## src/rtl/adse_consts.vh

```
// Purpose: Constants for the scan-completion signalling block
// Assumes: 250 MHz peripheral clock
// Notes: Times in ns; the guard count is 1 us at the 4 ns clock, sized to the counter
`ifndef ADSE_CONSTS_VH
`define ADSE_CONSTS_VH
`define ADSE_MODE_SINGLE 2'h0
`define ADSE_MODE_GROUP 2'h1
`define ADSE_MODE_CONT 2'h2
`define ADSE_MODE_BAD 2'h3
`define ADSE_CLK_PERIOD_NS 4
`define ADSE_MSTP_WAIT_NS 1000
`define ADSE_MSTP_WAIT_CYC 8'hfa
`define ADSE_CNT_W 8
`define ADSE_CNT_ZERO 8'h00
`define ADSE_CNT_ONE 8'h01
`endif

```

## src/rtl/adse_scan_events.v

```verilog
// Purpose: Scan-end interrupt and event-link signalling of a 12-bit converter
// Assumes: Scan-done strobes are one-cycle pulses from the converter sequencer
// Notes: Starts are refused while stopped, during the wake guard or for mode 11
`timescale 1ns/1ps
`default_nettype none
`include "adse_consts.vh"
module adse_scan_events (
   input wire i_clk, // Peripheral clock
   input wire i_nrst, // Async reset, active low
   input wire [1:0] i_scan_mode, // Scan mode code
   input wire i_dbl_mode, // Double trigger mode select
   input wire i_irq_en, // Scan-end request enable
   input wire i_gb_irq_en, // Group B scan-end request enable
   input wire i_module_stop, // Module-stop state request
   input wire i_sw_start, // Software start pulse
   input wire i_sync_start, // Timer start pulse
   input wire i_elc_start, // Start pulse from event_link_controller
   input wire i_scan_done, // Scan completion pulse
   input wire i_scan_is_gb, // Completed scan was group B
   input wire i_cmp_event, // Window compare condition met
   output reg o_scan_start_q, // Start pulse to sequencer
   output wire o_ready, // Conversion may be started
   output reg o_scan_end_irq_q, // scan_end_irq, also dma/dtc activation
   output reg o_group_b_scan_end_irq_q, // group_b_scan_end_irq
   output reg o_elc_scan_end_q, // Link event, non group B scans
   output reg o_elc_gb_end_q, // Link event, group B scans
   output reg o_elc_all_end_q, // Link event, every scan
   output reg o_elc_cmp_q // Link event, window compare
);
   // Wake guard: cycles left before a start may be taken
   reg [`ADSE_CNT_W-1:0] wait_cnt_q;
   reg [`ADSE_CNT_W-1:0] wait_cnt_d;
   // Double trigger pairing: high once the first scan of a pair is done
   reg dbl_half_q;
   reg dbl_half_d;
   // Next values of the registered pulse outputs
   reg scan_start_d;
   reg scan_end_irq_d;
   reg group_b_scan_end_irq_d;
   reg elc_scan_end_d;
   reg elc_gb_end_d;
   reg elc_all_end_d;
   reg elc_cmp_d;
   // Decoded conditions
   wire mode_ok;
   wire is_single;
   wire is_group;
   wire gb_done;
   wire other_done;
   wire any_start;
   wire guard_done;
   wire irq_slot;

   // Mode decode; code 11 blocks starts, continuous needs no special case here
   assign mode_ok = (i_scan_mode != `ADSE_MODE_BAD);
   assign is_single = (i_scan_mode == `ADSE_MODE_SINGLE);
   assign is_group = (i_scan_mode == `ADSE_MODE_GROUP);

   // Completion split: a group B scan only exists in group scan mode
   assign gb_done = i_scan_done & is_group & i_scan_is_gb;
   assign other_done = i_scan_done & ~gb_done;

   // Outside double mode every non group B completion may raise the request; in double
   // mode only the second scan of a pair does
   assign irq_slot = ~i_dbl_mode | dbl_half_q;

   // Start sources: software, timer and the event linker
   assign any_start = i_sw_start | i_sync_start | i_elc_start;

   // Ready once out of module-stop, the wake guard has run down and the mode code is not 11
   assign guard_done = (wait_cnt_q == `ADSE_CNT_ZERO);
   assign o_ready = ~i_module_stop & guard_done & mode_ok;

   // Wake guard: reloaded while stopped, then counts down once per cycle
   always @*
   begin
      wait_cnt_d = wait_cnt_q;
      if (i_module_stop)
      begin
         wait_cnt_d = `ADSE_MSTP_WAIT_CYC;
      end
      else if (!guard_done)
      begin
         wait_cnt_d = wait_cnt_q - `ADSE_CNT_ONE;
      end
   end

   // Pairing: group B scans do not count, leaving double mode clears it
   always @*
   begin
      dbl_half_d = dbl_half_q;
      if (!i_dbl_mode)
      begin
         dbl_half_d = 1'b0;
      end
      else if (other_done)
      begin
         dbl_half_d = ~dbl_half_q;
      end
   end

   // Start request: any source, dropped unless the converter is ready
   always @*
   begin
      scan_start_d = 1'b0;
      if (any_start && o_ready)
      begin
         scan_start_d = 1'b1;
      end
   end

   // Scan-end request; the one pulse activates the CPU, DMA and transfer controller
   always @*
   begin
      scan_end_irq_d = 1'b0;
      if (i_irq_en && other_done && irq_slot)
      begin
         scan_end_irq_d = 1'b1;
      end
   end

   // Dedicated group B request, kept off the ordinary line
   always @*
   begin
      group_b_scan_end_irq_d = 1'b0;
      if (i_gb_irq_en && gb_done)
      begin
         group_b_scan_end_irq_d = 1'b1;
      end
   end

   // Link event for every completion that is not a group B scan
   always @*
   begin
      elc_scan_end_d = 1'b0;
      if (other_done)
      begin
         elc_scan_end_d = 1'b1;
      end
   end

   // Link event for group B completions only
   always @*
   begin
      elc_gb_end_d = 1'b0;
      if (gb_done)
      begin
         elc_gb_end_d = 1'b1;
      end
   end

   // Link event for every completion, whatever the group or mode
   always @*
   begin
      elc_all_end_d = 1'b0;
      if (i_scan_done)
      begin
         elc_all_end_d = 1'b1;
      end
   end

   // Window compare link event, only honoured in single scan mode
   always @*
   begin
      elc_cmp_d = 1'b0;
      if (i_cmp_event && is_single)
      begin
         elc_cmp_d = 1'b1;
      end
   end

   // Wake guard register; reset acts like a fresh release from module-stop
   always @(posedge i_clk or negedge i_nrst)
   begin
      if (!i_nrst)
      begin
         wait_cnt_q <= `ADSE_MSTP_WAIT_CYC;
      end
      else
      begin
         wait_cnt_q <= wait_cnt_d;
      end
   end

   // Pairing register
   always @(posedge i_clk or negedge i_nrst)
   begin
      if (!i_nrst)
      begin
         dbl_half_q <= 1'b0;
      end
      else
      begin
         dbl_half_q <= dbl_half_d;
      end
   end

   // Start pulse to the sequencer
   always @(posedge i_clk or negedge i_nrst)
   begin
      if (!i_nrst)
      begin
         o_scan_start_q <= 1'b0;
      end
      else
      begin
         o_scan_start_q <= scan_start_d;
      end
   end

   // Scan-end request pulse
   always @(posedge i_clk or negedge i_nrst)
   begin
      if (!i_nrst)
      begin
         o_scan_end_irq_q <= 1'b0;
      end
      else
      begin
         o_scan_end_irq_q <= scan_end_irq_d;
      end
   end

   // Group B request pulse
   always @(posedge i_clk or negedge i_nrst)
   begin
      if (!i_nrst)
      begin
         o_group_b_scan_end_irq_q <= 1'b0;
      end
      else
      begin
         o_group_b_scan_end_irq_q <= group_b_scan_end_irq_d;
      end
   end

   // Non group B link event pulse
   always @(posedge i_clk or negedge i_nrst)
   begin
      if (!i_nrst)
      begin
         o_elc_scan_end_q <= 1'b0;
      end
      else
      begin
         o_elc_scan_end_q <= elc_scan_end_d;
      end
   end

   // Group B link event pulse
   always @(posedge i_clk or negedge i_nrst)
   begin
      if (!i_nrst)
      begin
         o_elc_gb_end_q <= 1'b0;
      end
      else
      begin
         o_elc_gb_end_q <= elc_gb_end_d;
      end
   end

   // All-scan link event pulse
   always @(posedge i_clk or negedge i_nrst)
   begin
      if (!i_nrst)
      begin
         o_elc_all_end_q <= 1'b0;
      end
      else
      begin
         o_elc_all_end_q <= elc_all_end_d;
      end
   end

   // Window compare link event pulse
   always @(posedge i_clk or negedge i_nrst)
   begin
      if (!i_nrst)
      begin
         o_elc_cmp_q <= 1'b0;
      end
      else
      begin
         o_elc_cmp_q <= elc_cmp_d;
      end
   end
endmodule
`default_nettype wire

```

## config.mk

```make
export PLATFORM = sky130hd
export DESIGN_NAME = adse_scan_events
export DESIGN_NICKNAME = d
export VERILOG_FILES = /design/src/rtl/adse_scan_events.v
export VERILOG_INCLUDE_DIRS = /design/src /design/src/rtl
export SDC_FILE = /design/constraint.sdc
export NUM_CORES = 1
export LEC_CHECK = 0
export BUFFER_PORTS_ARGS = -buffer_cell sky130_fd_sc_hd__buf_2
export CAP_MARGIN = 40
export CELL_PAD_IN_SITES_DETAIL_PLACEMENT = 0
export CELL_PAD_IN_SITES_GLOBAL_PLACEMENT = 1
export CORE_ASPECT_RATIO = 1.1
export CORE_MARGIN = 4
export CORE_UTILIZATION = 37
export DETAILED_ROUTE_END_ITERATION = 12
export GPL_TIMING_DRIVEN = 1
export PLACE_DENSITY_LB_ADDON = 0.1
export SLEW_MARGIN = 20
export SYNTH_ARGS = -nofsm -noshare
export SYNTH_HDL_FRONTEND = slang
export SYNTH_SLANG_ARGS = --single-unit
```

## constraint.sdc

```tcl
create_clock -name i_clk -period 2.5 [get_ports i_clk]
set_input_delay 0.125 -clock i_clk [delete_from_list [all_inputs] [get_ports i_clk]]
set_output_delay 0.125 -clock i_clk [all_outputs]
set_load 0.05 [all_outputs]
```

After elaboration in Yosys (flattened, before gate mapping)
Index checks and enable logic that the tools add are counted.
Storage, ports and cells
  output and inout bits: 8
  bits in registers: 16
  bits of input ports: 14
  logic and storage cells: 44
Operators by class
  muxes and demuxes: 11
  reduce and logical (&&, ||, !) cells: 7
  $add $sub $neg: 1
  equality and inequality tests: 4
  bitwise operators: 12
Operators by type and width (number)
  8-bit two-way mux: 2
  1-bit two-way mux: 9
  8-bit logical NOT: 1
  8-bit by 1-bit subtractor with 8-bit output (second input constant): 1
  1-bit bitwise AND: 5
  1-bit logical AND: 5
  2-bit inequality test (second input constant): 2
  1-bit inverter: 4
  1-bit bitwise OR: 3
  2-bit by 1-bit == test with 1-bit output (second input constant): 1
  2-bit logical NOT: 1
  2-bit by 1-bit inequality test with 1-bit output (second input constant): 1

Logic depth before layout (Yosys ltp)
  depth after elaboration: 8
  gate-level depth with buffers: 5
  mapped depth without buffers: 5

Least setup slack after synthesis
Ideal clock, no wire load.
  path kind: flip-flop to output port
  from: register wait_cnt_q[0]
  to: output port o_ready
  stages on the path, launching flop included: 6
  buffers on the path: 0
  path slack: 0.664 ns
  required time: 2.375 ns
  data arrival time: 1.711 ns
  path through: dfrtp_1 inv_1 ha_1 nor2b_1 nand3_1 a21oi_1
On the way
  longest elaborated chain between the ends: 3
RTL lines
  from (decl): RTL line adse_scan_events.v:31  | reg [`ADSE_CNT_W-1:0] wait_cnt_q;
  from (signal assigned): RTL line adse_scan_events.v:177  | wait_cnt_q <= `ADSE_MSTP_WAIT_CYC;
  from (signal assigned): RTL line adse_scan_events.v:181  | wait_cnt_q <= wait_cnt_d;
  8-bit logical NOT (no source line)
  1-bit bitwise AND (2 in a row): RTL line adse_scan_events.v:72  | assign o_ready = ~i_module_stop & guard_done & mode_ok;
  to (decl): RTL line adse_scan_events.v:22  | output wire o_ready,
Every way passes these cells.

Worst setup path in the final report
Ends and elaborated chain as after synthesis.

==> results.ini <==
[final_layout]
drive_gt1_share_pct = 37.9
antenna_cells = 0
fillers = 185
area_growth_syn_to_layout_pct = 25.2
final-seq-area_sq_um = 408
fin_cells = 122
multi_input_comb_area_sq_um = 330
nNetsFinal = 112

[hold_path]
whs_path_depth = 2
worstHoldPathType = in -> reg

[grt]
grt_pass1_vias = 592
grt_first_pass_wirelength_mm = 2.48
grt_antenna_before_repair = 0
grt_usage_pct = 11.3
grt_overflow = 0
grt_max_degree = 17

[synthesis]
synth-seq-area-share_pct = 53.6
synth_ff_type = dfrtp_1
synth_top_area_share_pct = 32.9
synthAdderAreaFrac_pct = 3.29
synth-edff-count = 0
yosys.area_share.xor_xnor_pct = 0
ys_ff_latch = 16
synth_mux_area_share_pct = 2.80
synth-async-reset-ratio_pct = 100
synth-compound-area-share_pct = 13.3
yosys.area.top_type = dfrtp_1
syn-cell-area_sq_um = 761
synth-simple-area-share_pct = 24.0
yosysUniqueCellTypes = 31
post-synth-top-count-cell = dfrtp_1
synth_nets = 85
synth.top_cells.by_count = 10 x dfrtp_1, 6 x dfstp_2, 6 x nor2_1
synthTopCellsByArea = dfrtp_1 33%, dfstp_2 21%, ha_1 3.3%
yosys_warnings = 0
synth_top_family_by_area = simple AND/OR/NAND/NOR gates
syn_inst = 69
synth_area_per_cell_sq_um = 11.0

[worst_setup_path]
cp_num_buf_inv = 2
crit_family = simple AND/OR/NAND/NOR gates
crit_type = reg -> out
worstSetupStartpointType = register
end_kind = output pin
critPathSlowestCell = dfrtp_1
arrival_ps = 1760
crit_path_cell_trace = inv_1 -> ha_1 -> nor2b_1 -> nand3_1 -> a21oi_1 -> buf_2
worstSetupPathDepth = 6
crit_path_max_incr_delay_ps = 410
r2r_cells = 5
worst-path-max-fanout = 4
critPathRequiredTime_ps = 2380

[pwr]
p_sw_uw = 130
comb_power_share_pct = 13.7
leakagePower_uw = 0.000436
power.total_uw = 520
swShare_pct = 25.1
power.clock.fraction_pct = 31.7
power_frac_seq_pct = 54.7
power.internal_uw = 389
p_per_area_nw_per_um2 = 546
irDropWorstVdd_uv = 321

[timing]
period_share_pct = 75.2
fin_worst_skew_ps = 0.763
totalNegativeSetupSlack_ps = 0
min_period_ps = 1880
hold_viol_final = 0
clock.fmax_mhz = 532
finalSetupViolations = 0
tightest_slew_ps = 355
fin_hold_ws_ps = 32.9
slew_violations = 0
grt_setup_unrepaired = false
slew_headroom_pct = 76.4

[route]
drc = 0
drt_iter0_drc = 9
wl_mm = 1.45
viasPerCell = 4.99
drtPass1Iterations = 4
dr_total_vias = 609
ant_nets = 0
wl_per_cell_microns = 11.9

[floorplanning]
rows = 16
die_y_microns = 55.6
fp.dieArea_sq_um = 2850
die_w_microns = 51.2
floorplan.initialDensity_pct = 40.9
design.core.area_sq_um = 1860
ios = 22

[cts]
cts_max_level = 1
cts_tree = yes
cts_buffer_depth = 2
cts.sinks = 16
cts_made_buffers = 3
path_clk_slew_ps = 90
clk_latency_ps = 280
cts_root_buf = clkbuf_4
cts_setup_buffers = 0

[place]
portBuffers = 21
dp.final_hpwl_mm = 1.12
gp_congestion = 0.776
dp_cells = 116

[status]
outcome = completed

[job]
cap_viol_max_count = 0

## cells in the final DEF (no fill, tap or decap), types with 3 or more instances in the layout
cell / synthesis / final
o21ai_0: 5 / 5
nor3_1: 3 / 3
dfstp_2: 6 / 6
nor2_1: 6 / 6
clkbuf_4: 0 / 3
inv_1: 5 / 5
a21oi_1: 3 / 3
buf_2: 0 / 21
dfrtp_1: 10 / 10
## path summary, 6_finish.rpt
kind / start / to / slack, ps
setup / recovery: wait_cnt_q[0]$_DFFE_PN0P_ / o_ready / 620
hold / removal: i_scan_mode[1] / o_elc_cmp_q$_DFF_PN0_ / 30
setup reg to reg: wait_cnt_q[0]$_DFFE_PN0P_ / wait_cnt_q[0]$_DFFE_PN0P_ / 690
hold reg to reg: wait_cnt_q[7]$_DFFE_PN1P_ / wait_cnt_q[7]$_DFFE_PN1P_ / 530
max in group asynchronous: i_nrst / wait_cnt_q[6]$_DFFE_PN1P_ / 1900
min in group asynchronous: i_nrst / o_elc_gb_end_q$_DFF_PN0_ / 290
## flip-flops by register name, summed over array words and instances, names as in the netlist
register	cells
wait_cnt_q	8
dbl_half_q	1
o_elc_all_end_q	1
o_elc_cmp_q	1
o_elc_gb_end_q	1
o_elc_scan_end_q	1
o_group_b_scan_end_irq_q	1
o_scan_end_irq_q	1
o_scan_start_q	1
## stage by stage
step / instance area [sq um] / util, % / worst slack (ps)
3_3_place_gp: 896 / 48.1 / 719
2_1_floorplan: 761 / - / 664
3_5_place_dp: 896 / 48.1 / 688
5_1_grt: 952 / 51.1 / 405
6_report: 952 / 51.1 / 620
4_1_cts: 952 / 51.1 / 586
## kinds of logic after synthesis
family | after synthesis
flip-flops | 16
AND/OR/NAND/NOR | 28
AO/OA/AOI/OAI | 15
multiplexers | 2
adder cells (fa/ha/maj) | 2
buffers and inverters | 6
## metal layers
layer  wire, microns  vias to the layer above  global-route usage (%)
li1                -                      303                       -
met1             647                      289                    13.6
met2             731                       17                    19.3
met3              72                        0                    2.42
met4               0                        0                    4.49
met5               0                        -                       0
## area by class of cell
cell class | instances | area share (%)
Clock buffer | 4 | 3.81
Inverter | 5 | 1.97
Multi-Input combinational cell | 47 | 34.7
Tap cell | 27 | 3.55
Timing Repair Buffer | 23 | 13.1
Sequential cell | 16 | 42.8
## what timing repair did
item / CTS / global route
hold buffers: 2 / 0
resized for setup: 0 / 0
hold endpoints to repair: 11 / 0
## power groups by stage
stage	Sequential, uW	Combinational (uW)	Clock [uW]
floorplan	301	28.7	0
global placement	288	69.4	0
detailed placement	289	70.4	0
CTS	284	72.8	176
global route	286	81.5	195
finish	284	71.1	165
Power figures use the tool's default switching activity.
